### config.mk
export PLATFORM = sky130hd
export DESIGN_NAME = wlbc_ctrl
export DESIGN_NICKNAME = d
export VERILOG_FILES = /design/src/wlbc_pkg.sv /design/src/wlbc_ctrl.sv
export VERILOG_INCLUDE_DIRS = /design/src
export SDC_FILE = /design/constraint.sdc
export NUM_CORES = 1
export LEC_CHECK = 0
export ABC_CLOCK_PERIOD_IN_PS = 5520
export BUFFER_PORTS_ARGS = -buffer_cell sky130_fd_sc_hd__buf_2
export CORE_ASPECT_RATIO = 1.2
export CORE_MARGIN = 5
export CORE_UTILIZATION = 57
export CTS_BUF_LIST = sky130_fd_sc_hd__clkbuf_8 sky130_fd_sc_hd__clkbuf_16
export DETAILED_ROUTE_END_ITERATION = 7
export MAX_ROUTING_LAYER = met4
export PLACE_DENSITY = 0.81
export SKIP_LAST_GASP = 1
export SYNTH_ARGS = -nofsm -noshare
export SYNTH_HDL_FRONTEND = slang
export SYNTH_SLANG_ARGS = --single-unit
### constraint.sdc
create_clock -name clk_i -period 5.52 [get_ports clk_i]
set_clock_uncertainty 0.2 [all_clocks]
set_input_delay 0.276 -clock clk_i [delete_from_list [all_inputs] [get_ports clk_i]]
set_output_delay 0.276 -clock clk_i [all_outputs]
set_load 0.01 [all_outputs]
### src/wlbc_params.svh
`ifndef WLBC_PARAMS_SVH
`define WLBC_PARAMS_SVH

// clock rate
`define WLBC_CLK_MHZ   25
`define WLBC_CLK_KHZ   25000

// timing, in the unit printed
`define WLBC_SW_KHZ    600
`define WLBC_LOW_US    2500
`define WLBC_STEP_US   213
`define WLBC_HALF_US   5000
`define WLBC_SS_STEPS  32
`define WLBC_SS_SHIFT  5
`define WLBC_OVP_CYC   8

// counter widths
`define WLBC_TMR_W     17
`define WLBC_DIV_W     6
`define WLBC_OVP_W     4
`define WLBC_STEP_W    5

// register offsets
`define WLBC_OFS_CTRL  8'h00
`define WLBC_OFS_REF   8'h04
`define WLBC_OFS_STAT  8'h08
`define WLBC_OFS_FLT   8'h0c

// field positions, reset values and bus response codes
`define WLBC_CTRL_EN   0
`define WLBC_CTRL_SMON 1
`define WLBC_REF_RST   5'h1f
`define WLBC_RESP_OK   2'b00
`define WLBC_RESP_ERR  2'b10

`endif

### src/wlbc_pkg.sv
package wlbc_pkg;

  typedef enum logic [1:0] {
    WLBC_OFF,
    WLBC_RAMP,
    WLBC_RUN,
    WLBC_FAULT
  } wlbc_state_t;

  typedef struct packed {
    logic vbus;
    logic dim;
    logic low;
    logic hot;
    logic ovp;
    logic comp;
  } wlbc_pins_t;

  typedef struct packed {
    logic hot;
    logic uvlo;
    logic ovp;
  } wlbc_flt_t;

  typedef struct packed {
    logic [19:0] rsvd;
    logic [4:0]  ss_step;
    logic        half_ilim;
    logic        hot;
    logic        uvlo;
    logic        sw_on;
    logic        active;
    wlbc_state_t state;
  } wlbc_stat_t;

endpackage

### src/wlbc_ctrl.sv
// Notes on behaviour
// - go active on bus power or driver enabled; stay while either holds
// - standby: bias and oscillator off, registers and shunt enable usable
// - active state runs oscillator and reference system
// - driver enabled by control pin rising edge or enable bit
// - enable bit set overrides and ignores the control pin
// - enable bit is on/off only; pin also dims by PWM
// - bit clear and pin low beyond 2.5 ms shuts driver down
// - 5-bit reference code, 0 to 200 mV, resets to 200 mV
// - fault disables driver, clears enable bit, holds until pin low long
// - supply below 2.2 V stops switching; restart when recovered
// - overtemperature turns driver off; auto release when cooled
// - soft start ramps reference in 32 steps of 213 us
// - half current limit for 5 ms after compensation ramps
// - overvoltage for eight switching cycles trips open-LED shutdown
// - after open-LED trip, stay off until pin or bit toggled
// - pin held high uses programmed code directly as target
// - PWM on pin chops the reference at the duty cycle
// - converter switches at fixed 600 kHz; the divider here is 25 MHz / 41, about 610 kHz
// - fault sets sticky fault bit and pulls open-drain interrupt low
//
// Our own choices: the register offsets and the AXI4-Lite interface to the registers.
`include "wlbc_params.svh"

module wlbc_ctrl
  import wlbc_pkg::*;
#(
  parameter int unsigned LOW_CNT  = `WLBC_LOW_US * `WLBC_CLK_MHZ,
  parameter int unsigned STEP_CNT = `WLBC_STEP_US * `WLBC_CLK_MHZ,
  parameter int unsigned HALF_CNT = `WLBC_HALF_US * `WLBC_CLK_MHZ
) (
  input  wire logic        clk_i,
  input  wire logic        rst_n_i,
  input  wire logic [7:0]  s_axi_awaddr_i,
  input  wire logic        s_axi_awvalid_i,
  output logic             s_axi_awready_o,
  input  wire logic [31:0] s_axi_wdata_i,
  input  wire logic [3:0]  s_axi_wstrb_i,
  input  wire logic        s_axi_wvalid_i,
  output logic             s_axi_wready_o,
  output logic [1:0]       s_axi_bresp_o,
  output logic             s_axi_bvalid_o,
  input  wire logic        s_axi_bready_i,
  input  wire logic [7:0]  s_axi_araddr_i,
  input  wire logic        s_axi_arvalid_i,
  output logic             s_axi_arready_o,
  output logic [31:0]      s_axi_rdata_o,
  output logic [1:0]       s_axi_rresp_o,
  output logic             s_axi_rvalid_o,
  input  wire logic        s_axi_rready_i,
  input  wire logic        vbus_present_i,
  input  wire logic        dim_ctrl_i,
  input  wire logic        supply_low_i,
  input  wire logic        temp_hot_i,
  input  wire logic        sw_ovp_i,
  input  wire logic        comp_ramped_i,
  output logic             active_o,
  output logic             osc_en_o,
  output logic             bias_en_o,
  output logic             smon_en_o,
  output logic             sw_en_o,
  output logic             sw_clk_o,
  output logic [4:0]       fb_ref_o,
  output logic             ref_chop_o,
  output logic             half_ilim_o,
  output logic             int_o,
  output logic             int_oe_n_o
);

  localparam int TW     = `WLBC_TMR_W;
  localparam int DW     = `WLBC_DIV_W;
  localparam int OW     = `WLBC_OVP_W;
  localparam int SW     = `WLBC_STEP_W;
  localparam int PW     = $bits(wlbc_pins_t);
  localparam int SW_DIV = `WLBC_CLK_KHZ / `WLBC_SW_KHZ;

  logic              rst_s1_q;
  logic              rst_sync_n_q;
  logic [PW-1:0]     pin_s1_q;
  logic [PW-1:0]     pin_s2_q;
  logic [PW-1:0]     pin_d1_q;
  logic [PW-1:0]     pin_raw;
  wlbc_pins_t        pin;
  wlbc_pins_t        pin_prev;
  logic              en_bit_q;
  logic              smon_q;
  logic [4:0]        ref_code_q;
  logic              pin_en_q;
  logic [TW-1:0]     low_cnt_q;
  logic              low_done;
  logic              low_pulse;
  wlbc_state_t       st_q;
  logic [SW-1:0]     ss_step_q;
  logic [TW-1:0]     step_cnt_q;
  logic [DW-1:0]     div_cnt_q;
  logic              sw_tick;
  logic [OW-1:0]     ovp_cnt_q;
  logic              ovp_trip;
  logic [TW-1:0]     half_cnt_q;
  logic              half_on_q;
  wlbc_flt_t         flt_q;
  wlbc_flt_t         flt_set;
  logic              flt_clr;
  logic              int_act_q;
  logic              run_req;
  logic              lock;
  logic              sw_on;
  logic [10:0]       ramp_prod;
  logic [4:0]        ref_d;
  logic [7:0]        aw_addr_q;
  logic              aw_v_q;
  logic [31:0]       w_data_q;
  logic              w_strb0_q;
  logic              w_v_q;
  logic              wr_fire;
  logic              wr_ctrl;
  logic              wr_ref;
  logic              rd_fire;
  logic [31:0]       rdata_d;
  logic [1:0]        rresp_d;
  wlbc_stat_t        stat;

  // reset release through two flops
  always_ff @(posedge clk_i or negedge rst_n_i) begin
    if (!rst_n_i) begin
      rst_s1_q     <= 1'b0;
      rst_sync_n_q <= 1'b0;
    end else begin
      rst_s1_q     <= 1'b1;
      rst_sync_n_q <= rst_s1_q;
    end
  end

  // pin synchronisers, plus one delay stage for edges
  assign pin = wlbc_pins_t'(pin_s2_q);
  assign pin_prev = wlbc_pins_t'(pin_d1_q);
  assign pin_raw  = {vbus_present_i, dim_ctrl_i, supply_low_i,
                     temp_hot_i, sw_ovp_i, comp_ramped_i};

  for (genvar i = 0; i < PW; i++) begin : g_sync
    always_ff @(posedge clk_i or negedge rst_sync_n_q) begin
      if (!rst_sync_n_q) begin
        pin_s1_q[i] <= 1'b0;
        pin_s2_q[i] <= 1'b0;
        pin_d1_q[i] <= 1'b0;
      end else begin
        pin_s1_q[i] <= pin_raw[i];
        pin_s2_q[i] <= pin_s1_q[i];
        pin_d1_q[i] <= pin_s2_q[i];
      end
    end
  end

  assign run_req = en_bit_q | pin_en_q;
  assign lock    = pin.low | pin.hot;
  assign sw_on   = (st_q == WLBC_RAMP) || (st_q == WLBC_RUN);

  assign low_done  = (low_cnt_q == TW'(LOW_CNT));
  assign low_pulse = !pin.dim && (low_cnt_q == TW'(LOW_CNT - 1));

  always_ff @(posedge clk_i or negedge rst_sync_n_q) begin
    if (!rst_sync_n_q) begin
      low_cnt_q <= '0;
    end else if (pin.dim) begin
      low_cnt_q <= '0;
    end else if (!low_done) begin
      low_cnt_q <= low_cnt_q + TW'(1);
    end
  end

  // pin enable latch
  always_ff @(posedge clk_i or negedge rst_sync_n_q) begin
    if (!rst_sync_n_q) begin
      pin_en_q <= 1'b0;
    end else if (ovp_trip || st_q == WLBC_FAULT) begin
      pin_en_q <= 1'b0;
    end else if (en_bit_q) begin
      pin_en_q <= !low_done;
    end else if (pin.dim && !pin_prev.dim) begin
      pin_en_q <= 1'b1;
    end else if (low_pulse) begin
      pin_en_q <= 1'b0;
    end
  end

  assign sw_tick = (div_cnt_q == DW'(SW_DIV - 1));

  always_ff @(posedge clk_i or negedge rst_sync_n_q) begin
    if (!rst_sync_n_q) begin
      div_cnt_q <= '0;
    end else if (!active_o || sw_tick) begin
      div_cnt_q <= '0;
    end else begin
      div_cnt_q <= div_cnt_q + DW'(1);
    end
  end

  assign ovp_trip = sw_tick && sw_on && pin.ovp &&
                    (ovp_cnt_q == OW'(`WLBC_OVP_CYC - 1));

  always_ff @(posedge clk_i or negedge rst_sync_n_q) begin
    if (!rst_sync_n_q) begin
      ovp_cnt_q <= '0;
    end else if (!sw_on) begin
      ovp_cnt_q <= '0;
    end else if (sw_tick) begin
      ovp_cnt_q <= pin.ovp ? ovp_cnt_q + OW'(1) : '0;
    end
  end

  // driver state machine
  always_ff @(posedge clk_i or negedge rst_sync_n_q) begin
    if (!rst_sync_n_q) begin
      st_q       <= WLBC_OFF;
      ss_step_q  <= '0;
      step_cnt_q <= '0;
    end else begin
      case (st_q)
        WLBC_OFF: begin
          ss_step_q  <= '0;
          step_cnt_q <= '0;
          if (run_req && !lock) begin
            st_q <= WLBC_RAMP;
          end
        end
        WLBC_RAMP, WLBC_RUN: begin
          if (ovp_trip) begin
            st_q <= WLBC_FAULT;
          end else if (!run_req || lock) begin
            st_q <= WLBC_OFF;
          end else if (st_q == WLBC_RAMP) begin
            if (step_cnt_q == TW'(STEP_CNT - 1)) begin
              step_cnt_q <= '0;
              if (ss_step_q == SW'(`WLBC_SS_STEPS - 1)) begin
                st_q <= WLBC_RUN;
              end else begin
                ss_step_q <= ss_step_q + SW'(1);
              end
            end else begin
              step_cnt_q <= step_cnt_q + TW'(1);
            end
          end
        end
        WLBC_FAULT: begin
          if (low_done) begin
            st_q <= WLBC_OFF;
          end
        end
        default: begin
          st_q <= WLBC_OFF;
        end
      endcase
    end
  end

  always_ff @(posedge clk_i or negedge rst_sync_n_q) begin
    if (!rst_sync_n_q) begin
      half_on_q  <= 1'b0;
      half_cnt_q <= '0;
    end else if (!sw_on) begin
      half_on_q  <= 1'b0;
      half_cnt_q <= '0;
    end else if (pin.comp && !pin_prev.comp) begin
      half_on_q  <= 1'b1;
      half_cnt_q <= '0;
    end else if (half_on_q) begin
      if (half_cnt_q == TW'(HALF_CNT - 1)) begin
        half_on_q <= 1'b0;
      end else begin
        half_cnt_q <= half_cnt_q + TW'(1);
      end
    end
  end

  // reference target
  assign ramp_prod = ({6'h00, ss_step_q} + 11'h001) * {6'h00, ref_code_q};

  always_comb begin
    ref_d = 5'h00;
    if (st_q == WLBC_RAMP) begin
      ref_d = 5'(ramp_prod >> `WLBC_SS_SHIFT);
    end else if (st_q == WLBC_RUN) begin
      ref_d = ref_code_q;
    end
  end

  // pin-facing outputs
  always_ff @(posedge clk_i or negedge rst_sync_n_q) begin
    if (!rst_sync_n_q) begin
      active_o    <= 1'b0;
      osc_en_o    <= 1'b0;
      bias_en_o   <= 1'b0;
      smon_en_o   <= 1'b0;
      sw_en_o     <= 1'b0;
      sw_clk_o    <= 1'b0;
      fb_ref_o    <= 5'h00;
      ref_chop_o  <= 1'b0;
      half_ilim_o <= 1'b0;
    end else begin
      active_o    <= pin.vbus | run_req | (st_q != WLBC_OFF);
      osc_en_o    <= pin.vbus | run_req | (st_q != WLBC_OFF);
      bias_en_o   <= pin.vbus | run_req | (st_q != WLBC_OFF);
      smon_en_o   <= smon_q;
      sw_en_o     <= sw_on & !lock & !ovp_trip;
      sw_clk_o    <= sw_on && (div_cnt_q < DW'(SW_DIV / 2));
      fb_ref_o    <= ref_d;
      ref_chop_o  <= sw_on & (en_bit_q | pin.dim);
      half_ilim_o <= half_on_q;
    end
  end

  // sticky fault bits, set wins over read clear
  assign flt_set = {pin.hot & !pin_prev.hot, pin.low & !pin_prev.low,
                    ovp_trip};
  assign flt_clr = rd_fire && (s_axi_araddr_i == `WLBC_OFS_FLT);

  always_ff @(posedge clk_i or negedge rst_sync_n_q) begin
    if (!rst_sync_n_q) begin
      flt_q     <= '0;
      int_act_q <= 1'b0;
    end else begin
      flt_q     <= (flt_clr ? '0 : flt_q) | flt_set;
      int_act_q <= (int_act_q & !flt_clr) | (|flt_set);
    end
  end

  // open-drain data held low, enable does the signalling
  always_ff @(posedge clk_i or negedge rst_sync_n_q) begin
    if (!rst_sync_n_q) begin
      int_o      <= 1'b0;
      int_oe_n_o <= 1'b1;
    end else begin
      int_o      <= 1'b0;
      int_oe_n_o <= !((int_act_q & !flt_clr) | (|flt_set));
    end
  end

  // bus write channels
  assign wr_fire = aw_v_q && w_v_q && !s_axi_bvalid_o;
  assign wr_ctrl = wr_fire && w_strb0_q && (aw_addr_q == `WLBC_OFS_CTRL);
  assign wr_ref  = wr_fire && w_strb0_q && (aw_addr_q == `WLBC_OFS_REF);

  always_ff @(posedge clk_i or negedge rst_sync_n_q) begin
    if (!rst_sync_n_q) begin
      aw_v_q          <= 1'b0;
      aw_addr_q       <= 8'h00;
      s_axi_awready_o <= 1'b0;
      w_v_q           <= 1'b0;
      w_data_q        <= 32'h0000_0000;
      w_strb0_q       <= 1'b0;
      s_axi_wready_o  <= 1'b0;
      s_axi_bvalid_o  <= 1'b0;
      s_axi_bresp_o   <= `WLBC_RESP_OK;
    end else begin
      if (!aw_v_q && !s_axi_awready_o && !s_axi_bvalid_o) begin
        s_axi_awready_o <= 1'b1;
      end else if (s_axi_awvalid_i && s_axi_awready_o) begin
        s_axi_awready_o <= 1'b0;
        aw_v_q          <= 1'b1;
        aw_addr_q       <= s_axi_awaddr_i;
      end
      if (!w_v_q && !s_axi_wready_o && !s_axi_bvalid_o) begin
        s_axi_wready_o <= 1'b1;
      end else if (s_axi_wvalid_i && s_axi_wready_o) begin
        s_axi_wready_o <= 1'b0;
        w_v_q          <= 1'b1;
        w_data_q       <= s_axi_wdata_i;
        w_strb0_q      <= s_axi_wstrb_i[0];
      end
      if (wr_fire) begin
        s_axi_bvalid_o <= 1'b1;
        aw_v_q         <= 1'b0;
        w_v_q          <= 1'b0;
        if (aw_addr_q == `WLBC_OFS_CTRL || aw_addr_q == `WLBC_OFS_REF ||
            aw_addr_q == `WLBC_OFS_STAT || aw_addr_q == `WLBC_OFS_FLT) begin
          s_axi_bresp_o <= `WLBC_RESP_OK;
        end else begin
          s_axi_bresp_o <= `WLBC_RESP_ERR;
        end
      end else if (s_axi_bvalid_o && s_axi_bready_i) begin
        s_axi_bvalid_o <= 1'b0;
      end
    end
  end

  // control bits
  always_ff @(posedge clk_i or negedge rst_sync_n_q) begin
    if (!rst_sync_n_q) begin
      en_bit_q   <= 1'b0;
      smon_q     <= 1'b0;
      ref_code_q <= `WLBC_REF_RST;
    end else begin
      if (ovp_trip) begin
        en_bit_q <= 1'b0;
      end else if (wr_ctrl) begin
        en_bit_q <= w_data_q[`WLBC_CTRL_EN];
      end
      if (wr_ctrl) begin
        smon_q <= w_data_q[`WLBC_CTRL_SMON];
      end
      if (wr_ref) begin
        ref_code_q <= w_data_q[4:0];
      end
    end
  end

  // bus read channel
  assign rd_fire = s_axi_arvalid_i && s_axi_arready_o;

  always_comb begin
    stat         = '0;
    stat.state   = st_q;
    stat.active  = active_o;
    stat.sw_on   = sw_on;
    stat.uvlo    = pin.low;
    stat.hot     = pin.hot;
    stat.half_ilim = half_on_q;
    stat.ss_step = ss_step_q;
    rdata_d      = 32'h0000_0000;
    rresp_d      = `WLBC_RESP_OK;
    if (s_axi_araddr_i == `WLBC_OFS_CTRL) begin
      rdata_d[`WLBC_CTRL_EN]   = en_bit_q;
      rdata_d[`WLBC_CTRL_SMON] = smon_q;
    end else if (s_axi_araddr_i == `WLBC_OFS_REF) begin
      rdata_d[4:0] = ref_code_q;
    end else if (s_axi_araddr_i == `WLBC_OFS_STAT) begin
      rdata_d = stat;
    end else if (s_axi_araddr_i == `WLBC_OFS_FLT) begin
      rdata_d[2:0] = flt_q;
    end else begin
      rresp_d = `WLBC_RESP_ERR;
    end
  end

  always_ff @(posedge clk_i or negedge rst_sync_n_q) begin
    if (!rst_sync_n_q) begin
      s_axi_arready_o <= 1'b0;
      s_axi_rvalid_o  <= 1'b0;
      s_axi_rdata_o   <= 32'h0000_0000;
      s_axi_rresp_o   <= `WLBC_RESP_OK;
    end else if (rd_fire) begin
      s_axi_arready_o <= 1'b0;
      s_axi_rvalid_o  <= 1'b1;
      s_axi_rdata_o   <= rdata_d;
      s_axi_rresp_o   <= rresp_d;
    end else if (s_axi_rvalid_o && s_axi_rready_i) begin
      s_axi_rvalid_o  <= 1'b0;
    end else if (!s_axi_rvalid_o) begin
      s_axi_arready_o <= 1'b1;
    end
  end

endmodule

Word level (Yosys, flattened, before mapping)
Index checks and enable logic that the tools add are counted.
{"block": "word_totals", "reg_bits": 168, "input_bits": 65, "out_inout_bits": 56, "elab_cells": 255}
{"block": "classes", "n_mul": 1, "eq_ne": 34, "addsub": 7, "muxes": 71, "magnitude_cmp": 1, "reduce_logical": 71, "n_bitwise": 15}
{"op": "17-bit 2-to-1 mux", "count": 10}
{"op": "17-bit by 1-bit adder with 17-bit output (second input constant)", "count": 3}
{"op": "5-bit 2-to-1 mux", "count": 8}
{"op": "17-bit by 16-bit equality test with 1-bit output (second input constant)", "count": 2}
{"op": "17-bit case mux with 2 select lines", "count": 1}
{"op": "8-bit by 4-bit equality test with 1-bit output (second input constant)", "count": 4}
{"op": "30-bit 2-to-1 mux", "count": 1}
{"op": "1-bit 2-to-1 mux", "count": 27}
{"op": "2-bit 2-to-1 mux", "count": 13}
{"op": "2-bit inequality test (second input constant)", "count": 12}
{"op": "1-bit logical AND", "count": 23}
{"op": "2-bit nonzero test", "count": 9}
{"op": "17-bit by 13-bit equality test with 1-bit output (second input constant)", "count": 1}
{"op": "17-bit equality test (second input constant)", "count": 1}
{"op": "1-bit zero test", "count": 17}
{"op": "8-bit by 3-bit equality test with 1-bit output (second input constant)", "count": 2}
{"op": "8-bit zero test", "count": 2}
{"op": "4-bit 2-to-1 mux", "count": 3}
{"op": "4-bit inequality test (second input constant)", "count": 3}
{"op": "2-bit AND reduction", "count": 6}
{"op": "6-bit by 5-bit multiplier with 10-bit output", "count": 1}
{"op": "5-bit case mux with 2 select lines", "count": 1}
{"op": "3-bit 2-to-1 mux", "count": 3}
{"op": "9-bit 2-to-1 mux", "count": 1}
{"op": "other kinds (28)", "count": 46}

Longest topological paths before layout
Gate-level depths: netlist of run 1.
{"block": "depth", "ltp_word": 8, "mapped_depth": 16, "depth_no_buf": 16}

Worst setup path after synthesis of run 1
Ideal clock, no wire load.
{"block": "synth_timing", "path_kind": "reg-to-reg", "from": "reg ss_step_q[0]", "to": "reg fb_ref_o[3]", "path_buffers": 0, "setup_slack_ps": 1271, "required_time_ps": 5185, "stages_incl_launch_ff": 16, "t_arrival_ps": 3913, "synth_period_minus_slack_ps": 4249, "setup_ps": 135, "cell_sequence": "dfrtp_1 -> ha_1 -> nor2b_1 -> or2_2 -> and2_1 -> fa_1 -> fa_1 -> inv_1 -> fa_1 -> inv_1 -> ha_1 -> nand4_1 -> o22ai_1 -> a311oi_1 -> xor2_1 -> mux2i_1"}
{"block": "synth_between", "elab_chain_len": 3}
{"element": "start, declared", "line_no": "wlbc_ctrl.sv:93", "text": "logic [SW-1:0] ss_step_q;"}
{"element": "start signal, assigned", "line_no": "wlbc_ctrl.sv:237", "text": "ss_step_q <= ss_step_q + SW'(1);"}
{"element": "5-bit by 1-bit adder with 6-bit output", "line_no": "wlbc_ctrl.sv:276", "text": "assign ramp_prod = ({6'h00, ss_step_q} + 11'h001) * {6'h00, ref_code_q};"}
{"element": "6-bit by 5-bit multiplier with 10-bit output", "line_no": "wlbc_ctrl.sv:276"}
{"element": "5-bit 2-to-1 mux", "line_no": "wlbc_ctrl.sv:280", "text": "if (st_q == WLBC_RAMP) begin"}
{"element": "net ref_d[3]", "line_no": "wlbc_ctrl.sv:109", "text": "logic [4:0] ref_d;"}
{"element": "end signal, assigned", "line_no": "wlbc_ctrl.sv:306", "text": "fb_ref_o <= ref_d;"}
{"element": "end, declared", "line_no": "wlbc_ctrl.sv:63", "text": "output logic [4:0] fb_ref_o,"}
The timed path passes the listed nets, and every way through them passes these cells.
A chain may end at the register's enable or synchronous reset.

Worst setup path in the final report of run 1
{"block": "layout_timing", "from": "reg ss_step_q[0]", "to": "reg fb_ref_o[4]"}
Same word-level chain as after synthesis.

==> metrics, run 1 <==
fraction of synthesized cell area taken by the top area cell type=0.463; Max Clk Rate=0.214 GHz; horizontal die dimension=115 µm; pin count of the biggest net entering global routing=58; LEAKAGE=~4.1 nW; proportion of layout cells with a drive suffix above 1=0.172; start point of the worst min-delay path=s_axi_araddr_i[2]; start point of the critical path=ss_step_q[0]; clock buffers created by TritonCTS=17; DR DRC count=0; final setup fails=0; Reg power frac=0.429; full die area=0.0157 mm²; fraction of power spent switching nets=0.315; Final Hold Vio Count=0; Tightest Pin Transition=between 700 and 800 ps; detailed-router iteration count before antenna repair=5; Setup Total Neg Slack=0 ps; share of flip-flops with an asynchronous set or reset=1.00; Max Root-Sink Buffers=2; count of different cell masters after synthesis=61; predominant post-synthesis flop cell=dfrtp_1; Clock transition at path regs=about 60 ps; Tcrit/Tclk final=0.846; Worst Hold End=int_oe_n_o; final cell area excluding filler cells=between 0.008 and 0.009 mm²; post-DR vias/cell=5.78; number of top-level pins=~120; count of mapped cells out of synthesis=about 700; CP Class=reg2reg; drt total wl=around 17 mm; startpoint kind of the worst setup timing path=flip-flop; most common cell after layout, fill and taps aside=dfrtp_1; top cells by area, synth=dfrtp_1, ha_1, mux2_2, nor2_1, xor2_1; clock network fraction of design power=0.351; # fillers=~940; total global-route track usage=0.227; initial antenna violation count=0; starting utilization of the core area=0.576; arrival time of data at the critical path endpoint=between 4000 and 5000 ps; Synthesis Warnings=0; area leader, netlist=dfrtp_1; number of sinks on the clock net=~150; highest-count cells in the layout ignoring fill and taps=dfrtp_1, buf_2, nor2_1; Routed Antenna Nets=0; count of cells along the worst register-to-register path=15; IO buf count=67; EDFF count, synth=0; combinational cell fraction of total power=0.220; fin. max-slew vios=0; routability-driven placement congestion ratio=~0.86; routed len/inst=approximately 17 µm; Netlist Area Pre-Place=between 0.007 and 0.008 mm²; Tmin final=4670 ps; critical path endpoint category=flip-flop; worst hold path cell count=3; met3 Resource Use GR=0.0463; multi-input logic area=around 0.0036 mm²; total net switching power=between 1 and 1.5 mW; max-cap viol count=0; gr busiest metal=met2; RSZ-0062 raised after global routing=no; sum of net half-perimeters after detailed placement=between 10 and 15 mm; # H-tree levels=4; routing usage on met2=0.372; routed via count=between 5k and 6k; class of the most critical hold timing path=in2reg; relative slew slack=0.473; number of flip-flops and latches in the synthesized netlist=between 100 and 150; die boundary height=about 140 µm; register-to-register path setup slack=between 800 and 900 ps; grt ovf=0; status=completed; FP Rows=46; Power Density=about 370 mW/mm²; met1 track demand over resource=0.272; CTS tree=done; via count of the first global-routing pass=about 5.8k; Max Fanout on Critical Path=10; CP Data Required Time=~5600 ps; wire length of the first global-routing pass=between 20 and 30 mm; capturing point of the worst reg2reg path=fb_ref_o[4]; final core occ=0.676; Nets=slightly above 900; Max rail drop VDD=around 0.30 mV; share of the yosys chip area belonging to registers=0.484; DR iter-0 viols=approximately 550; Pint=around 2.3 mW; Avg Synthesized Cell Area=10.5 µm²; buffer type at the clock tree root=clkbuf_16; Placed Area=0.00796 mm²; sequential cell area=between 0.003 and 0.004 mm²; startpoint of the lowest-slack register-to-register path=ss_step_q[0]; P&R area growth vs syn=17.2%; count of antenna diodes in the layout=0; clk_lat worst skew=approximately 430 ps; core box area=about 0.013 mm²
[flip-flops by register name, indices dropped and copies added (netlist names), 4 cells and up]
name	cells
aw_addr_q	8
div_cnt_q	6
fb_ref_o	5
half_cnt_q	17
low_cnt_q	17
ovp_cnt_q	4
pin	6
pin_d1_q	4
pin_s1_q	6
ref_code_q	5
s_axi_rdata_o	12
ss_step_q	5
step_cnt_q	17
w_data_q	5
[cell usage after synthesis, types with 3 or more instances]
library cell,count
dfrtp_1,140
nor2_1,65
nand2_1,47
inv_1,37
nand3_1,32
ha_1,31
buf_4,25
and2_1,23
xor2_1,23
mux2_2,22
a21oi_1,21
a22o_1,21
o21ai_0,21
nand4_1,15
nor3_1,15
clkbuf_1,14
xnor2_1,13
nor2b_1,12
and3_1,10
fa_1,10
mux2i_1,10
o21a_1,8
or3_1,8
nor4_1,7
dfstp_2,6
or4_1,6
nor4b_1,5
o211ai_1,5
a31oi_1,4
and4_1,4
nand2b_1,4
o21ai_1,4
or4b_2,4
o21bai_1,3
o31ai_1,3
or2_2,3
[per-layer routing]
layer	wire [µm]	share of wire	vias up
met3	839	0.051	44
li1	-	-	2675
met1	6530	0.40	2880
met4	490	0.030	0
met2	8670	0.52	179
met5	0	0	-
[final cells by class]
cell class,instances,area share
clock buffer,22,0.0558
clock inverter,10,0.0121
inverter,37,0.0157
multi-input combinational,515,0.404
sequential,146,0.413
tap,168,0.0237
timing repair buffer,101,0.0751
[timing repair]
| action | CTS | global route |
|---|---|---|
| resized for setup | 0 | 0 |
| setup buffers | 0 | 0 |
| endpoints found under the hold margin | 29 | 0 |
| hold buffers | 30 | 0 |
[stage by stage]
step           hold WS (ps)  total power, mW  instances  setup WS, ps
2_1_floorplan          -220             1.92        740           961
3_3_place_gp           -133             2.06        937          1060
3_5_place_dp           -134             2.11        937           965
4_1_cts                75.1             3.29        999           904
5_1_grt                 129             3.47        999           625
6_report               90.4             3.30        999           851
[worst max-delay path: stages, from the launching register on]
cell	delay, ps
dfrtp_1	490
ha_1	280
nor2b_1	150
or2_2	330
and2_1	190
fa_1	490
fa_1	540
inv_1	50
fa_1	520
inv_1	40
ha_1	290
nand4_1	120
o22ai_1	360
a41oi_1	200
xnor2_1	180
mux2i_1	100
[logic make-up (layout without fill, tap and decap cells)]
| kind of cell | after synthesis | count (layout) | share of synthesized area |
|---|---|---|---|
| DFF | 146 | 146 | 0.484 |
| and+or+nand+nor | 272 | 272 | 0.193 |
| adders and majority gates | 41 | 41 | 0.0778 |
| muxes | 35 | 35 | 0.0535 |
| other | 2 | 24 | 0.000993 |
| AOI/OAI and AO/OA | 107 | 107 | 0.0953 |
| xor gates and xnor gates | 36 | 36 | 0.0417 |
| buffers and inverters | 79 | 170 | 0.0536 |
[worst max-delay path by stage]
stage	endpoint	slack [ps]	cells past startpoint
2_1_floorplan	aw_addr_q[0]	960	0
3_3_place_gp	fb_ref_o[3]	1060	15
3_5_place_dp	fb_ref_o[3]	970	15
4_1_cts	fb_ref_o[3]	900	15
5_1_grt	fb_ref_o[3]	630	15
6_report	fb_ref_o[4]	850	15
[power groups by stage]
stage / clock network (mW) / registers [mW] / logic [mW]
3_3_place_gp: 0 / 1.41 / 0.650
5_1_grt: 1.22 / 1.44 / 0.810
2_1_floorplan: 0 / 1.39 / 0.529
6_report: 1.16 / 1.42 / 0.724
3_5_place_dp: 0 / 1.42 / 0.693
4_1_cts: 1.17 / 1.41 / 0.719
(Power assumes the default switching activity.)
==> run 2: changes to the inputs <==
Settings changed: ABC_AREA set to 1, ABC_CLOCK_PERIOD_IN_PS 5520 to 4200, CORE_UTILIZATION 57 to 52, PLACE_DENSITY 0.81 to 0.78.
Clock period 5.52 ns to 4.2 ns, I/O delays scaled along.
==> run 2 against run 1 <==
Against the previous run: power increased by 41%; maximum frequency rose by 18%; cell count is 37% higher; die area is 18% higher; critical path depth rose by 2; sequential power rose by 30%; area after synthesis is 9.2% higher; register-to-register slack lost 610 ps; clock power is 37% higher; sequential share of layout area shrank 3.3 points; largest cell class is now multi-input combinational cells; largest power group unchanged.
==> metrics, run 2 <==
status=completed; EDFF count, synth=0; Clock transition at path regs=~60 ps; class of the most critical hold timing path=in2reg; Tightest Pin Transition=just over 1000 ps; number of sinks on the clock net=146; detailed-router iteration count before antenna repair=5; Power Density=between 400 and 500 mW/mm²; die boundary height=roughly 150 µm; drt total wl=about 18 mm; grt ovf=0; count of placed standard cells including taps=about 1.3k; routability-driven placement congestion ratio=approximately 0.92; Avg Synthesized Cell Area=7.89 µm²; # fillers=around 1.3k; buffer type at the clock tree root=clkbuf_16; via count of the first global-routing pass=6,836; horizontal die dimension=~130 µm; count of different cell masters after synthesis=45; post-route insts no fill=~1.4k; initial antenna violation count=0; top cells by area, synth=dfrtp_1, nand2_1, nor2_1, inv_1, ha_1; critical path endpoint category=flip-flop; total global-route track usage=0.208; delay of the slowest critical-path stage=540 ps; sum of net half-perimeters after detailed placement=roughly 13 mm; Max Root-Sink Buffers=2; relative slew slack=0.328; fraction of synthesized cell area taken by the top area cell type=0.424; share of flip-flops with an asynchronous set or reset=1.00; arrival time of data at the critical path endpoint=just over 4000 ps; Max rail drop VDD=0.384 mV; CP Class=reg2reg; Post CTS Setup Buffer Count=0; startpoint kind of the worst setup timing path=flip-flop; predominant post-synthesis flop cell=dfrtp_1; Tcrit/Tclk final=0.943; routed via count=approximately 7.0k; CP Buf/Inv Count=3; core box area=0.0156 mm²; most common cell after layout, fill and taps aside=nand2_1; P&R area growth vs syn=16.8%; DR iter-0 viols=421; most used standard cell by instance count after synthesis=nand2_1; pin count of the biggest net entering global routing=81; # H-tree levels=4; proportion of layout cells with a drive suffix above 1=0.127; final setup fails=0; Netlist Area Pre-Place=0.00826 mm²; fin. max-slew vios=0; Total Power Consumption=roughly 4.6 mW; crit-path leading delay family=adder cells; top cells by instance count after synthesis=nand2_1, dfrtp_1, nor2_1; Routed Antenna Nets=0; Synthesis Warnings=0; Max Fanout on Critical Path=7; FP Rows=50; wire length of the first global-routing pass=31.3 mm; critical path cell sequence=ha_1, xor2_1, inv_1, nor2_2, fa_1, fa_1, inv_1, fa_1, inv_1, ha_4, nand2_1, nor2_1, nand3_1, nand2_1, xor2_1, nand2_1, nand2_1; number of flip-flops and latches in the synthesized netlist=around 150; cell type of the slowest stage on the worst timing path=fa_1; Final Hold Vio Count=0; routed len/inst=13.4 µm; IO buf count=67; LEAKAGE=4.81 nW; number of top-level pins=between 100 and 150; share of the yosys chip area belonging to registers=0.443; CTS tree=done; starting utilization of the core area=0.530; Crit path top cell by count=nand2_1; count of antenna diodes in the layout=0; area leader, netlist=dfrtp_1; highest-count cells in the layout ignoring fill and taps=nand2_1, dfrtp_1, nor2_1; CP Data Required Time=about 4400 ps; Tmin final=roughly 4000 ps; post-DR vias/cell=5.10; max-cap viol count=0; Max Clk Rate=between 0.2 and 0.3 GHz; Nets=between 1k and 1.5k; full die area=0.0185 mm²; DR DRC count=0; count of mapped cells out of synthesis=1,047; clk_lat worst skew=between 400 and 500 ps; largest registers=half_cnt_q (17), low_cnt_q (17), step_cnt_q (17); clock buffers created by TritonCTS=17
## run 2: kinds of logic after synthesis
logic type / after synthesis / synth area share
compound gates: 106 / 0.0689
xor+xnor: 30 / 0.0318
fa+ha+maj: 41 / 0.0712
buf+inv: 179 / 0.0970
flops: 146 / 0.443
other cells: 2 / 0.000909
simple gates: 543 / 0.287
## run 2: final cells by class
class,instances,area [µm²],share of cell area
multi-input combinational,744,3890,0.404
sequential,146,3670,0.380
timing repair buffer,104,693,0.0718
inverter,136,513,0.0532
clock buffer,18,439,0.0455
tap,208,260,0.0270
clock inverter,14,181,0.0188
## run 2: through the flow
step | setup TNS (ps) | hold slack [ps] | util | cell area, µm² | setup slack, ps
finish | 0 | 27.4 | 0.619 | 9650 | 241
global route | -8.50 | 69.3 | 0.619 | 9650 | -8.50
CTS | 0 | 15.1 | 0.618 | 9630 | 167
detailed placement | 0 | -204 | 0.558 | 8690 | 180
global placement | 0 | -204 | 0.558 | 8690 | 218
floorplan | 0 | -286 | - | 8340 | 414
## run 2: worst paths after layout
kind / start / to / slack (ps) / cells past startpoint
setup / recovery: ss_step_q[0] / fb_ref_o[2] / 240 / 17
min in group asynchronous: rst_sync_n_q / pin_s1_q[2] / 310 / 0
max in group asynchronous: rst_sync_n_q / half_cnt_q[3] / 2560 / 1
hold / removal: s_axi_araddr_i[2] / s_axi_rdata_o[2] / 30 / 6
hold reg to reg: pin_s1_q[5] / pin[5] / 150 / 0
setup reg to reg: ss_step_q[0] / fb_ref_o[2] / 240 / 17
## run 2: timing repair
action                                  CTS  global route
resized for setup                         0             3
endpoints found under the setup margin    0             3
endpoints found under the hold margin    25             0
hold buffers                             32             0
## run 2: metal layers
layer	track usage	share of wire	routed length (µm)	up-vias
met5	-	0	0	-
met4	0.0689	0.019	356	0
met3	0.0374	0.037	670	31
met2	0.359	0.52	9590	147
met1	0.248	0.42	7720	3321
li1	-	-	-	3491
## run 2: tightest hold or removal path, stage by stage
cell and delay [ps]:
buf_2 100, nor3_2 50, nand3_1 60, o211ai_1 80, nand2_1 60, nand2_1 40
## run 2: report_power, final
group | internal (mW) | leakage [nW] | switching [mW]
clock | 0.960 | 0.294 | 0.632
sequential | 1.65 | 1.87 | 0.202
combinational | 0.389 | 2.64 | 0.813
total | 3.00 | 4.81 | 1.65
